### config.mk
export PLATFORM = sky130hd
export DESIGN_NAME = sld_host_flat
export DESIGN_NICKNAME = d
export VERILOG_FILES = /design/src/inc/sld_pkg.sv /design/src/inc/sld_link_if.sv /design/src/core/sld_host.sv /design/src/flat_wrapper.sv
export SDC_FILE = /design/constraint.sdc
export NUM_CORES = 1
export LEC_CHECK = 0
export BUFFER_PORTS_ARGS = -buffer_cell sky130_fd_sc_hd__buf_2
export CAP_MARGIN = 10
export CORE_MARGIN = 2
export CORE_UTILIZATION = 54
export DETAILED_ROUTE_END_ITERATION = 7
export PLACE_DENSITY = 0.79
export SLEW_MARGIN = 20
export SYNTH_ARGS = -nofsm -noshare
export SYNTH_HDL_FRONTEND = slang
export SYNTH_SLANG_ARGS = --single-unit
### constraint.sdc
create_clock -name sys_clk_i -period 2.04 [get_ports sys_clk_i]
set_input_delay 0 -clock sys_clk_i [delete_from_list [all_inputs] [get_ports sys_clk_i]]
set_output_delay 0 -clock sys_clk_i [all_outputs]
set_load 0.01 [all_outputs]
### src/inc/sld_pkg.sv
// Shared constants and types for the serial LED driver link.
package sld_pkg;
    // Channel count of one driver (one bit per current sink).
    localparam int CHANNELS   = 16;
    // Number of drivers in the cascade fed by one host.
    localparam int CHAIN_LEN  = 2;
    localparam int FIFO_DEPTH = 4;
    // Fastest shift clock the drivers accept, and the host's own rate.
    localparam int SCLK_MAX_HZ = 30_000_000;
    localparam int SYS_HZ      = 10_000_000;
    // Half period of the shift clock in system cycles, rounded up.
    localparam int SCLK_HALF_N = (SYS_HZ + 2 * SCLK_MAX_HZ - 1)
                                 / (2 * SCLK_MAX_HZ);
    localparam int SCLK_HALF   = (SCLK_HALF_N < 1) ? 1 : SCLK_HALF_N;

    localparam int DIV_W   = 4;
    localparam int DUTY_W  = 8;
    localparam int DELAY_W = 16;
    localparam int BIT_W   = $clog2(CHANNELS) + 1;
    localparam int WORD_W  = $clog2(CHAIN_LEN) + 1;
    localparam int LEVEL_W = $clog2(FIFO_DEPTH) + 1;

    localparam logic [DIV_W-1:0]   DIV_LAST    = DIV_W'(SCLK_HALF - 1);
    localparam logic [BIT_W-1:0]   BIT_FULL    = BIT_W'(CHANNELS);
    localparam logic [BIT_W-1:0]   BIT_FIRST   = 5'h01;
    localparam logic [WORD_W-1:0]  WORD_FULL   = WORD_W'(CHAIN_LEN);
    localparam logic [WORD_W-1:0]  WORD_FIRST  = 2'h1;
    localparam logic [LEVEL_W-1:0] CHAIN_LEVEL = LEVEL_W'(CHAIN_LEN);

    typedef logic [CHANNELS-1:0] sld_word_type;

    typedef enum logic [1:0] {
        SLD_IDLE,
        SLD_SHIFT,
        SLD_STROBE,
        SLD_WAIT
    } sld_host_state_type;
endpackage

### src/inc/sld_link_if.sv
// Link from the host controller, or a prior driver, to a driver of the cascade.
`timescale 1ns/1ps
interface sld_link_if;
    logic sclk;           // Shift clock, made by the host.
    logic sdata;          // Serial data, changed at falling edges.
    logic storage_strobe; // High copies shift register into storage.
    logic output_gate;    // High lets the stored bits drive the sinks.

    modport host (
        output sclk,
        output sdata,
        output storage_strobe,
        output output_gate
    );
    modport dev (
        input  sclk,
        input  sdata,
        input  storage_strobe,
        input  output_gate
    );
endinterface

### src/core/sld_host.sv
// Host end: word FIFO, shift clock divider, framing and PWM gate.
// Summary of operation
// - Shift register holds one bit per channel.
// - Falling clock edge shifts, presents bit onward.
// - Serial output feeds the next driver's input.
// - Host keeps shift clock at most 30 MHz.
// - Host changes data only at falling edges.
// - Host shifts whole chain before raising strobe.
// - Strobe high copies shift register into storage.
// - Strobe low keeps storage and outputs unchanged.
// - Sinks follow stored bits only while gate allows.
// - Host sets brightness by PWM on the gate.
// - Host waits adjustable delay after each strobe.
`timescale 1ns/1ps
module sld_fifo #(
    parameter int WIDTH = 16,
    parameter int DEPTH = 4
) (
    input  wire logic                       sys_clk_i,   // System clock.
    input  wire logic                       rstn_i,      // Reset, active low.
    input  wire logic [WIDTH-1:0]           in_data_i,   // Word to store.
    input  wire logic                       in_valid_i,  // Word offered.
    output logic                            in_ready_o,  // Room for a word.
    output logic [WIDTH-1:0]                out_data_o,  // Oldest word.
    output logic                            out_valid_o, // Word available.
    input  wire logic                       out_ready_i, // Word taken.
    output logic [$clog2(DEPTH):0]          level_o      // Words held.
);
    localparam int PTR_W = $clog2(DEPTH);
    localparam int LVL_W = PTR_W + 1;
    localparam logic [LVL_W-1:0] FULL_LVL = LVL_W'(DEPTH);
    localparam logic [PTR_W-1:0] PTR_LAST = PTR_W'(DEPTH - 1);

    typedef struct packed {
        logic [DEPTH-1:0][WIDTH-1:0] mem;
        logic [PTR_W-1:0]            wr_ptr;
        logic [PTR_W-1:0]            rd_ptr;
        logic [LVL_W-1:0]            level;
        logic                        ready;
        logic                        valid;
    } fifo_state_type;

    fifo_state_type fifo_reg;
    fifo_state_type fifo_next;
    logic           push;
    logic           pop;

    // Wrapping pointer increment, used by both pointers.
    function automatic logic [PTR_W-1:0] ptr_inc(input logic [PTR_W-1:0] p);
        ptr_inc = (p == PTR_LAST) ? '0 : p + 1'b1;
    endfunction

    assign push = in_valid_i && fifo_reg.ready;
    assign pop  = out_ready_i && fifo_reg.valid;

    // Ready and valid are kept as flags so both ports come from flops.
    always_comb begin
        fifo_next = fifo_reg;
        if (push) begin
            fifo_next.mem[fifo_reg.wr_ptr] = in_data_i;
            fifo_next.wr_ptr = ptr_inc(fifo_reg.wr_ptr);
        end
        if (pop) begin
            fifo_next.rd_ptr = ptr_inc(fifo_reg.rd_ptr);
        end
        if (push && !pop) begin
            fifo_next.level = fifo_reg.level + 1'b1;
        end else if (pop && !push) begin
            fifo_next.level = fifo_reg.level - 1'b1;
        end
        fifo_next.ready = (fifo_next.level != FULL_LVL);
        fifo_next.valid = (fifo_next.level != '0);
    end

    // State register.
    always_ff @(posedge sys_clk_i or negedge rstn_i) begin
        if (!rstn_i) begin
            fifo_reg <= '0;
        end else begin
            fifo_reg <= fifo_next;
        end
    end

    assign in_ready_o  = fifo_reg.ready;
    assign out_valid_o = fifo_reg.valid;
    assign out_data_o  = fifo_reg.mem[fifo_reg.rd_ptr];
    assign level_o     = fifo_reg.level;
endmodule // sld_fifo

module sld_host (
    input  wire logic                        sys_clk_i,    // System clock.
    input  wire logic                        rstn_i,       // Reset, low.
    input  wire logic [sld_pkg::CHANNELS-1:0] word_i,      // Driver word.
    input  wire logic                        word_valid_i, // Word offered.
    output logic                             word_ready_o, // Word accepted.
    input  wire logic [sld_pkg::DUTY_W-1:0]  duty_i,       // Gate duty.
    input  wire logic [sld_pkg::DELAY_W-1:0] delay_i,      // Post-strobe wait.
    output logic                             busy_o,       // Frame running.
    sld_link_if.host                         link          // Link to chain.
);
    import sld_pkg::*;

    typedef struct packed {
        sld_host_state_type state;
        logic [DIV_W-1:0]   div_cnt;
        logic               sclk;
        logic               sdata;
        logic               strobe;
        logic               gate;
        logic [DUTY_W-1:0]  pwm_cnt;
        sld_word_type       shift;
        logic [BIT_W-1:0]   bit_cnt;
        logic [WORD_W-1:0]  word_cnt;
        logic [DELAY_W-1:0] wait_cnt;
        logic               busy;
    } sld_host_reg_type;

    sld_host_reg_type host_reg;
    sld_host_reg_type host_next;
    sld_word_type     fifo_data;
    logic [LEVEL_W-1:0] fifo_level;
    logic             fifo_pop;
    logic             fall;

    // The FIFO stalls the user only when it holds FIFO_DEPTH words.
    sld_fifo #(
        .WIDTH (CHANNELS),
        .DEPTH (FIFO_DEPTH)
    ) u_fifo (
        .sys_clk_i   (sys_clk_i),
        .rstn_i      (rstn_i),
        .in_data_i   (word_i),
        .in_valid_i  (word_valid_i),
        .in_ready_o  (word_ready_o),
        .out_data_o  (fifo_data),
        .out_valid_o (),
        .out_ready_i (fifo_pop),
        .level_o     (fifo_level)
    );

    // Divider makes the shift clock; data and strobe changes ride its fall, the gate does not.
    // A frame starts only when the whole chain is buffered, so a word
    // never runs short mid-frame while the clock keeps running.
    always_comb begin
        host_next = host_reg;
        fifo_pop  = 1'b0;
        fall      = 1'b0;
        if (host_reg.div_cnt == DIV_LAST) begin
            host_next.div_cnt = '0;
            host_next.sclk    = ~host_reg.sclk;
            fall              = host_reg.sclk;
        end else begin
            host_next.div_cnt = host_reg.div_cnt + 1'b1;
        end
        host_next.pwm_cnt = host_reg.pwm_cnt + 1'b1;
        host_next.gate    = (host_reg.pwm_cnt < duty_i);
        case (host_reg.state)
            SLD_IDLE: begin
                if (fall && fifo_level >= CHAIN_LEVEL) begin
                    fifo_pop           = 1'b1;
                    host_next.sdata    = fifo_data[CHANNELS-1];
                    host_next.shift    = {fifo_data[CHANNELS-2:0], 1'b0};
                    host_next.bit_cnt  = BIT_FIRST;
                    host_next.word_cnt = WORD_FIRST;
                    host_next.busy     = 1'b1;
                    host_next.state    = SLD_SHIFT;
                end
            end
            SLD_SHIFT: begin
                if (fall) begin
                    if (host_reg.bit_cnt != BIT_FULL) begin
                        host_next.sdata = host_reg.shift[CHANNELS-1];
                        host_next.shift = {host_reg.shift[CHANNELS-2:0],
                                           1'b0};
                        host_next.bit_cnt = host_reg.bit_cnt + 1'b1;
                    end else if (host_reg.word_cnt != WORD_FULL) begin
                        fifo_pop           = 1'b1;
                        host_next.sdata    = fifo_data[CHANNELS-1];
                        host_next.shift    = {fifo_data[CHANNELS-2:0],
                                              1'b0};
                        host_next.bit_cnt  = BIT_FIRST;
                        host_next.word_cnt = host_reg.word_cnt + 1'b1;
                    end else begin
                        host_next.strobe = 1'b1;
                        host_next.state  = SLD_STROBE;
                    end
                end
            end
            SLD_STROBE: begin
                if (fall) begin
                    host_next.strobe   = 1'b0;
                    host_next.wait_cnt = delay_i;
                    host_next.state    = SLD_WAIT;
                end
            end
            SLD_WAIT: begin
                if (fall) begin
                    if (host_reg.wait_cnt == '0) begin
                        host_next.busy  = 1'b0;
                        host_next.state = SLD_IDLE;
                    end else begin
                        host_next.wait_cnt = host_reg.wait_cnt - 1'b1;
                    end
                end
            end
            default: begin
                host_next.state = SLD_IDLE;
            end
        endcase
    end

    // State register.
    always_ff @(posedge sys_clk_i or negedge rstn_i) begin
        if (!rstn_i) begin
            host_reg <= '0;
        end else begin
            host_reg <= host_next;
        end
    end

    assign busy_o              = host_reg.busy;
    assign link.sclk           = host_reg.sclk;
    assign link.sdata          = host_reg.sdata;
    assign link.storage_strobe = host_reg.strobe;
    assign link.output_gate    = host_reg.gate;
endmodule // sld_host

### src/flat_wrapper.sv
// flat-port wrapper written by rule: the top's interface ports become plain ports
module sld_host_flat import sld_pkg::*;
  (sys_clk_i, rstn_i, word_i, word_valid_i, word_ready_o, duty_i, delay_i, busy_o, link_sclk, link_sdata, link_storage_strobe, link_output_gate);
  sld_link_if link_i ();
  input  wire logic sys_clk_i;
  input  wire logic rstn_i;
  input  wire logic [sld_pkg::CHANNELS-1:0] word_i;
  input  wire logic word_valid_i;
  output logic word_ready_o;
  input  wire logic [sld_pkg::DUTY_W-1:0] duty_i;
  input  wire logic [sld_pkg::DELAY_W-1:0] delay_i;
  output logic busy_o;
  output wire logic [$bits(link_i.sclk)-1:0] link_sclk;
  output wire logic [$bits(link_i.sdata)-1:0] link_sdata;
  output wire logic [$bits(link_i.storage_strobe)-1:0] link_storage_strobe;
  output wire logic [$bits(link_i.output_gate)-1:0] link_output_gate;
  assign link_sclk = link_i.sclk;
  assign link_sdata = link_i.sdata;
  assign link_storage_strobe = link_i.storage_strobe;
  assign link_output_gate = link_i.output_gate;
  sld_host u_core (.sys_clk_i(sys_clk_i), .rstn_i(rstn_i), .word_i(word_i), .word_valid_i(word_valid_i), .word_ready_o(word_ready_o), .duty_i(duty_i), .delay_i(delay_i), .busy_o(busy_o), .link(link_i));
endmodule
-- Yosys cells after proc, flatten, opt, wreduce, memory -nomap -nowiden
Index checks and enable logic that the tools add are counted.
- register bits: 131
- output and inout bits: 6
- bits of input ports: 43
- mux-type cells: 46
- reduce and logical (&&, ||, !) cells: 22
- $add $sub $neg: 9
- equality and inequality tests: 18
- bitwise gates (word level): 1
- order comparisons: 5
- operators by type and width (operator ; count):
    $mux W23 ; 3
    $bwmux W64 ; 1
    $mux W16 ; 4
    $pmux W23 S2 ; 1
    $bmux W16 S2 ; 1
    $demux W16 S2 ; 1
    $pmux W16 S2 ; 1
    $mux W2 ; 11
    $mux W21 ; 1
    $mux W17 ; 1
    $logic_not A16 Y1 ; 1
    $sub A16 B1 Y16 const B ; 1
    $mux W1 ; 13
    $ne A2 B1 Y1 const B ; 6
    $reduce_and A4 Y1 ; 3
    $reduce_and A5 Y1 ; 2
    $add A8 B1 Y8 const B ; 1
    $eq A2 B2 Y1 const B ; 4
    $lt A8 B8 Y1 ; 1
    $ne A2 B2 Y1 const B ; 4
    $pmux W1 S2 ; 4
    $pmux W2 S4 ; 1
    $reduce_bool A2 Y1 ; 4
    $reduce_and A7 Y1 ; 1
    20 further kinds ; 30

-- Logic depth before layout (Yosys ltp)
Gate-level depths: netlist of the first run.
- word-level depth: 10
- mapped depth: 10
- gate-level depth less buffers: 8

-- Hierarchy
From an unflattened synthesis of the first run, not the netlist that was laid out.
- cell total of the unflattened synthesis: 546
- area, all modules: 6824.0 um2
- modules (own cells, without submodules) (module ; area each (um2) ; cells an instance ; instances):
    sld_fifo ; 3575.9 ; 206 ; 1
    sld_host ; 3248.1 ; 340 ; 1

-- Worst setup path before layout of the first run
OpenSTA, ideal clock, no wires.
- path type: flip-flop to flip-flop
- start point: register u_core.host_reg[56] (netlist bit)
- end point: register u_core.host_reg[35] (netlist bit)
- buffers on the path: 2
- setup time: 0.128 ns
- cell stages (with the launch flop): 9
- data arrival time: 1.986 ns
- clock period less this slack: 2.114 ns
- path slack: -0.074 ns
- cell sequence: dfrtp_1 inv_1 ha_1 or4b_2 o211ai_1 a31o_2 buf_2 buf_2 o21ai_0
- cells in the longest elaborated chain, start to end: 3
- elaborated cells between the ends (all ways): 8
- RTL lines (what ; RTL line ; text):
    from (decl) ; sld_host.sv:118 ; sld_host_reg_type host_reg;
    from (signal assigned) ; sld_host.sv:217 ; host_reg <= host_next;
    $eq A2 B1 Y1 or $logic_not A2 Y1 (tied branches) ; sld_host.sv:157 ; case (host_reg.state)
    $ne A3 B1 Y1 (no source line), or another cell as far along ; n/a ;
    $reduce_and A4 Y1 (no source line) ; n/a ;
Several ways; a longest one is shown, not always the timed one.
A chain may end at the register's enable or synchronous reset.

==> impl_metrics.py, run 1 <==
metrics = {
    "floorplanning": {
        "die_height_microns": 113,
        "fp-row-count": 39,
        "initial_core_util": 0.557,
        "fp.dieW_microns": 113,
        "ios": 49,
        "die_area_sq_um": 12800,
        "design.core.area_sq_um": 11500,
    },
    "place": {
        "place_ws_ns": -0.125,
        "io_buffers": 48,
        "hpwl_mm": 8.99,
        "place_congestion": 0.877,
    },
    "timing": {
        "fin_worst_skew_ns": 0.00612,
        "max-slew-margin-rel": 0.416,
        "layout_min_cycle_time_ns": 2.00,
        "slew_viol_final": 0,
        "report.final.hold_viol_count": 0,
        "finalWorstSetupSlack_ns": 0.0449,
        "period_share": 0.978,
        "setup_violations": 0,
        "fmax_mhz": 501,
        "setup_tns_ns": 0,
        "rsz0062_at_grt": "yes",
        "tightest_slew_ns": 0.876,
        "hold-worst-slack_ns": 0.0196,
    },
    "drt": {
        "vias": 4833,
        "routedWlPerCell_microns": 18.1,
        "drc_errors": 3,
        "drt_iter0_drc": 463,
        "avgViaCountPerCell": 5.89,
        "wirelength_mm": 14.8,
        "first_pass_iters": 8,
        "ant_nets": 0,
    },
    "critical_path": {
        "cp-start-kind": "register",
        "path_max_fanout": 5,
        "cp-end-kind": "register",
        "cp_data_arrival_time_ns": 2.30,
        "rr_startpoint": "u_core.u_fifo.level_o[0]$_DFF_PN0_",
        "ff2ff_setup_slack_ns": 0.04,
        "cp.required_ns": 2.34,
        "ff2ff_path_depth": 8,
        "crit_type": "register to register",
        "reg2reg_to": "u_core.u_fifo.in_ready_o$_DFF_PN0_",
    },
    "clock_tree": {
        "cts_tree": "yes",
        "clk_pin_slew_ns": 0.06,
        "htreeDepth": 4,
        "clock_tree.buffer_depth": 2,
        "cts_buffers": 17,
        "insertion_delay_ns": 0.42,
        "cts_sinks": 130,
        "cts_root_buffer": "clkbuf_16",
    },
    "power_and_ir_drop": {
        "pwr-share-comb": 0.436,
        "switching_share": 0.359,
        "p_switching_uw": 4740,
        "p_per_area_nw_per_um2": 1610,
        "pwr-share-seq": 0.344,
        "ir_drop_mv": 0.707,
        "internal_power_uw": 8440,
        "leakage_uw": 0.00378,
        "clockPowerShare": 0.220,
    },
    "synthesis": {
        "synth-edff-count": 0,
        "synth_seq_cells": 130,
        "syn_nets": 610,
        "synthArstFlopShare": 1.00,
        "postSynthCellCount": 540,
        "avgSynthCellArea_sq_um": 11.9,
        "synth_warnings": 0,
        "ys.flop_type": "dfrtp_1",
        "yosysSeqAreaShare": 0.507,
        "synth_area_sq_um": 6420,
        "netlist-cell-type-count": 53,
    },
    "final_layout": {
        "num_antenna_cells": 0,
        "largest_register_ffs": 68,
        "finish.utilization": 0.712,
        "fin_nets": 734,
        "drive_gt1_frac": 0.356,
        "syn_to_final_growth_pct": 27.8,
    },
    "global_routing": {
        "grt_pass1_wl_mm": 24.9,
        "grt_max_degree": 80,
        "gr-total-overflow": 0,
        "track_usage": 0.249,
        "antenna_found_initial": 0,
        "grt_pass1_vias": 5223,
    },
    "run_status": {
        "violations": "design-rule violations",
        "run_status": "finished with violations",
    },
    "job": {
        "maxCapViolations": 0,
    },
    "min_path": {
        "hold_class": "input pin to asynchronous set/reset pin",
    },
}
## area by class of cell
class	count	area, sq um
timing repair buffer	128	1010
fill	713	3310
clock buffer	18	439
clock inverter	14	130
tap	143	179
multi-input combinational	358	3090
inverter	29	109
sequential	130	3250
## power groups by stage
stage,sequential [uW],combinational [uW],clock (uW)
detailed placement,4500,5010,0
finish,4530,5740,2900
CTS,4490,5540,2920
global route,4660,6250,3070
global placement,4400,4720,0
floorplan,4270,3730,0
## through the flow
step	power [uW]	cell area, sq um	cells
6_report	13200	8200	820
5_1_grt	14000	8200	820
4_1_cts	12900	8120	818
3_5_place_dp	9520	7050	742
3_3_place_gp	9120	7050	742
2_1_floorplan	8000	6440	540
## how the worst max path moves through the flow
| stage | from | endpoint | slack [ns] | depth (start not counted) |
|---|---|---|---|---|
| 2_1_floorplan | u_core.u_fifo.level_o[0]$_DFF_PN0_ | u_core.host_reg[21]$_DFFE_PN0P_ | 0.004 | 9 |
| 3_3_place_gp | u_core.host_reg[53]$_DFF_PN0_ | u_core.host_reg[17]$_DFFE_PN0P_ | 0.06 | 9 |
| 3_5_place_dp | u_core.u_fifo.level_o[0]$_DFF_PN0_ | u_core.u_fifo.out_valid_o$_DFF_PN0_ | -0.13 | 8 |
| 4_1_cts | u_core.host_reg[52]$_DFF_PN0_ | u_core.host_reg[6]$_DFFE_PN0P_ | 0.01 | 9 |
| 5_1_grt | u_core.u_fifo.level_o[0]$_DFF_PN0_ | u_core.u_fifo.in_ready_o$_DFF_PN0_ | -0.05 | 8 |
| 6_report | u_core.u_fifo.level_o[0]$_DFF_PN0_ | u_core.u_fifo.in_ready_o$_DFF_PN0_ | 0.04 | 8 |
## cell families (layout without fill, tap and decap cells)
group,Yosys count,in the layout,share of synthesized area
muxes,104,104,0.207
adders and majority gates,27,27,0.0526
and+or+nand+nor,131,131,0.102
DFF,130,130,0.507
AOI/OAI and AO/OA,84,84,0.0825
xor gates and xnor gates,12,12,0.0164
buffers and inverters,52,189,0.0327
## metal layers
metal	track usage	vias to the layer above	routed length [microns]
met5	0	-	0
met4	0.113	0	425
met3	0.0643	47	723
met2	0.415	160	7440
met1	0.306	2435	6240
li1	-	2191	-
## critical path, cell delays in order (launching register included)
cell	delay, ns
dfrtp_1	0.35
inv_1	0.06
ha_1	0.21
or3_4	0.35
a32oi_4	0.26
o21ai_4	0.13
o22ai_4	0.24
xor2_2	0.20
nand2_1	0.08
## cells in the final DEF, fill, tap and decap left out, types with 4 or more instances in the layout
cell	instances
nor3_1	7
o22ai_1	4
buf_2	47
xnor2_1	8
mux4_2	16
inv_2	5
nand2b_1	4
mux2_2	65
ha_1	25
a22o_1	6
nand2_1	48
nand3_1	18
inv_1	24
and3_1	4
dlygate4sd3_1	34
o21ai_1	4
a21oi_1	14
buf_4	40
clkbuf_16	17
dfrtp_1	130
o21ai_0	28
buf_12	4
clkinvlp_4	5
nor2_1	22
mux2i_1	22
## cell usage after synthesis, drive strengths merged, types with 4 or more instances
cell / count / share of area
dfrtp: 130 / 0.51
mux2: 66 / 0.12
nand2: 49 / 0.029
o21ai: 36 / 0.029
inv: 29 / 0.017
ha: 27 / 0.053
mux2i: 22 / 0.034
nor2: 22 / 0.013
nand3: 19 / 0.015
mux4: 16 / 0.056
a21oi: 15 / 0.012
clkbuf: 12 / 0.0072
buf: 11 / 0.0086
xnor2: 8 / 0.011
nor3: 7 / 0.0055
a22o: 6 / 0.0082
nor4: 5 / 0.0082
o22ai: 5 / 0.0049
or3: 5 / 0.0049
a31oi: 4 / 0.0062
and3: 4 / 0.0039
nand2b: 4 / 0.0039
xor2: 4 / 0.0055
## timing repair
action | in CTS | in global routing
endpoints found under the setup margin | 10 | 27
gates resized for setup | 11 | 27
cloned | 2 | 0
pin swaps | 3 | 8
setup buffers | 8 | 3
endpoints found under the hold margin | 211 | 0
hold buffers | 34 | 0
(Power assumes the default switching activity.)
==> run 2, diff against run 1 <==
Settings changed: ABC_AREA from default to 1, CORE_UTILIZATION 54 to 55, PLACE_DENSITY 0.79 to 0.8.
==> run 2 against run 1 <==
  * Power down 2.5%
  * Clock power increased by 5%
  * Combinational power down 7.3%
  * Worst hold slack improved by 0.0024 ns
  * Critical path type unchanged
  * Clock-buffer cell count rose by 1
  * The run now ends clean
  * Utilization is 3.2 points lower
==> impl_metrics.py, run 2 <==
metrics = {
    "run_status": {
        "run_status": "complete, no violations",
    },
    "critical_path": {
        "rr_startpoint": "u_core.host_reg[2]$_DFFE_PN0P_",
        "ff2ff_path_depth": 12,
        "critPathSlowestCell": "dfrtp_1",
        "path_max_fanout": 8,
        "crit_type": "register to register",
        "path_cells": "inv_1 -> ha_1 -> nand2_1 -> nor2_2 -> nand4_2 -> o21ai_1 -> nand2_1 -> nand2_2 -> buf_4 -> nor2_1 -> nand2_1 -> nand2_1",
        "cp-end-kind": "register",
        "cp-start-kind": "register",
        "ff2ff_setup_slack_ns": 0.19,
        "cpPeakStageDelay_ns": 0.35,
        "reg2reg_to": "u_core.host_reg[16]$_DFFE_PN0P_",
        "cpMostUsedCell": "nand2_1",
        "cp_data_arrival_time_ns": 2.15,
        "cp.required_ns": 2.34,
    },
    "place": {
        "hpwl_mm": 8.81,
        "place_area_sq_um": 7120,
        "dp.cells": 957,
        "place_congestion": 0.835,
        "io_buffers": 48,
    },
    "timing": {
        "setup_tns_ns": 0,
        "tightest_slew_ns": 0.416,
        "period_share": 0.906,
        "report.final.hold_viol_count": 0,
        "slew_viol_final": 0,
        "layout_min_cycle_time_ns": 1.85,
        "fmax_mhz": 541,
        "rsz0062_at_grt": "no",
        "fin_worst_skew_ns": 0.00750,
        "setup_violations": 0,
        "max-slew-margin-rel": 0.719,
    },
    "synthesis": {
        "yosysMostFrequentCell": "nand2_1",
        "yosys.area.top_type_share": 0.492,
        "synth_warnings": 0,
        "synth_top_family_by_area": "simple AND/OR/NAND/NOR gates",
        "ys.flop_type": "dfrtp_1",
        "synthSimpleGateAreaFrac": 0.197,
        "synth_area_sq_um": 6610,
        "syn_nets": 845,
        "synth-edff-count": 0,
        "synth.area.mux_share": 0.00322,
        "netlist-cell-type-count": 39,
        "yosys.area.top_type": "dfrtp_1",
        "synth-xor-area-share": 0.0238,
        "netlist_top_cells_area": "dfrtp_1, nand2_1, o21ai_0",
        "synth_seq_cells": 130,
        "yosysSeqAreaShare": 0.492,
        "synthAdderAreaFrac": 0.0511,
        "synthArstFlopShare": 1.00,
        "synth-compound-area-share": 0.171,
        "avgSynthCellArea_sq_um": 8.53,
        "postSynthCellCount": 775,
        "yosys-top-cells-count": "nand2_1, dfrtp_1, o21ai_0",
    },
    "final_layout": {
        "postLayoutCellArea_sq_um": 8070,
        "seqCellArea_sq_um": 3250,
        "fin_nets": 934,
        "layout_common_cells": "nand2_1, dfrtp_1, o21ai_0",
        "largest_register_ffs": 68,
        "drive_gt1_frac": 0.166,
        "layout_commonest_cell": "nand2_1",
        "layout.cells.non_filler": 1024,
        "nFillCells": 898,
        "multi_input_area_sq_um": 2950,
        "syn_to_final_growth_pct": 22.0,
        "num_antenna_cells": 0,
    },
    "clock_tree": {
        "cts_root_buffer": "clkbuf_16",
        "clk_pin_slew_ns": 0.06,
        "cts_sinks": 130,
        "insertion_delay_ns": 0.41,
        "htreeDepth": 4,
        "clock_tree.buffer_depth": 2,
        "cts_buffers": 17,
        "cts_tree": "yes",
    },
    "drt": {
        "routedWlPerCell_microns": 13.8,
        "first_pass_iters": 5,
        "vias": 5487,
        "wirelength_mm": 14.1,
        "ant_nets": 0,
        "drc_errors": 0,
        "avgViaCountPerCell": 5.36,
        "drt_iter0_drc": 395,
    },
    "global_routing": {
        "gr-total-overflow": 0,
        "grt_max_degree": 49,
        "antenna_found_initial": 0,
        "grt_pass1_wl_mm": 24.4,
        "grt_pass1_vias": 5399,
        "track_usage": 0.236,
    },
    "power_and_ir_drop": {
        "leakage_uw": 0.00394,
        "ir_drop_mv": 0.850,
        "total_power_uw": 12800,
        "p_per_area_nw_per_um2": 1590,
    },
    "min_path": {
        "hold_class": "input pin to asynchronous set/reset pin",
    },
    "floorplanning": {
        "design.core.area_sq_um": 11900,
        "die_height_microns": 114,
        "die_area_sq_um": 12900,
        "fp-row-count": 40,
        "ios": 49,
        "initial_core_util": 0.558,
        "fp.dieW_microns": 114,
    },
    "job": {
        "maxCapViolations": 0,
    },
}
==> run 2: changes by cell type after synthesis, moves of 16 or more <==
cell,previous run,this run
inv_1,29,55
mux2_2,65,1
mux2i_1,22,1
mux4_2,16,0
nand2_1,49,181
nor2_1,22,66
o21ai_0,34,123
o21ai_1,0,18
==> run 2: how the worst max path moves through the flow <==
| stage | startpoint | to | slack [ns] |
|---|---|---|---|
| 2_1_floorplan | u_core.host_reg[57]$_DFFE_PN0P_ | u_core.u_fifo.in_ready_o$_DFF_PN0_ | 0.21 |
| 3_3_place_gp | u_core.host_reg[57]$_DFFE_PN0P_ | u_core.u_fifo.in_ready_o$_DFF_PN0_ | 0.23 |
| 3_5_place_dp | u_core.host_reg[52]$_DFF_PN0_ | u_core.u_fifo.in_ready_o$_DFF_PN0_ | 0.17 |
| 4_1_cts | u_core.host_reg[57]$_DFFE_PN0P_ | u_core.u_fifo.in_ready_o$_DFF_PN0_ | 0.16 |
| 5_1_grt | u_core.host_reg[2]$_DFFE_PN0P_ | u_core.host_reg[16]$_DFFE_PN0P_ | 0.007 |
| 6_report | u_core.host_reg[2]$_DFFE_PN0P_ | u_core.host_reg[16]$_DFFE_PN0P_ | 0.19 |
==> run 2: layout make-up <==
cell class	count	area share
Inverter	63	0.0302
Clock buffer	19	0.0561
Sequential cell	130	0.403
Tap cell	147	0.0228
Multi-Input combinational cell	548	0.366
Timing Repair Buffer	104	0.103
Clock inverter	13	0.0183
==> run 2: layer usage <==
layer  wire length [microns]  part of all wire  GRT usage
met2                    6810              0.48      0.392
met1                    6420              0.45      0.303
met3                     623             0.044     0.0563
met5                       0                 0          0
met4                     288             0.020     0.0854
==> run 2: metrics by stage <==
step	hold slack, ns	worst slack, ns	utilization
3_3_place_gp	-0.0860	0.227	0.600
3_5_place_dp	-0.0868	0.167	0.600
6_report	0.0219	0.192	0.680
5_1_grt	0.0337	0.00652	0.680
4_1_cts	0.0215	0.162	0.678
2_1_floorplan	-0.296	0.213	-
==> run 2: worst max-delay path, delay by kind of cell (launching register included) <==
kind,cells,cell delay [ns]
DFF,1,0.35
and+or+nand+nor,8,0.75
adders and majority gates,1,0.21
AOI/OAI and AO/OA,1,0.14
buffers and inverters,2,0.29
==> run 2: kinds of logic (layout without fill, tap and decap cells) <==
logic type      count (synthesis)  after routing
mux                             2              2
fa+ha+maj                      27             27
compound gates                198            198
flops                         130            130
xor+xnor                       18             18
simple gates                  303            303
buf+inv                        97            199
==> run 2: where the power goes <==
group          switching, uW  internal [uW]  leakage (uW)
clock                   1160           1880      0.000289
combinational           3220           2100       0.00204
sequential               785           3700       0.00161
==> run 2: what timing repair did <==
action | 4_1_cts | 5_1_grt
gates resized for setup | 0 | 5
buffers inserted | 0 | 2
endpoints found under the setup margin | 0 | 15
endpoints found under the hold margin | 210 | 0
hold buffers | 33 | 0
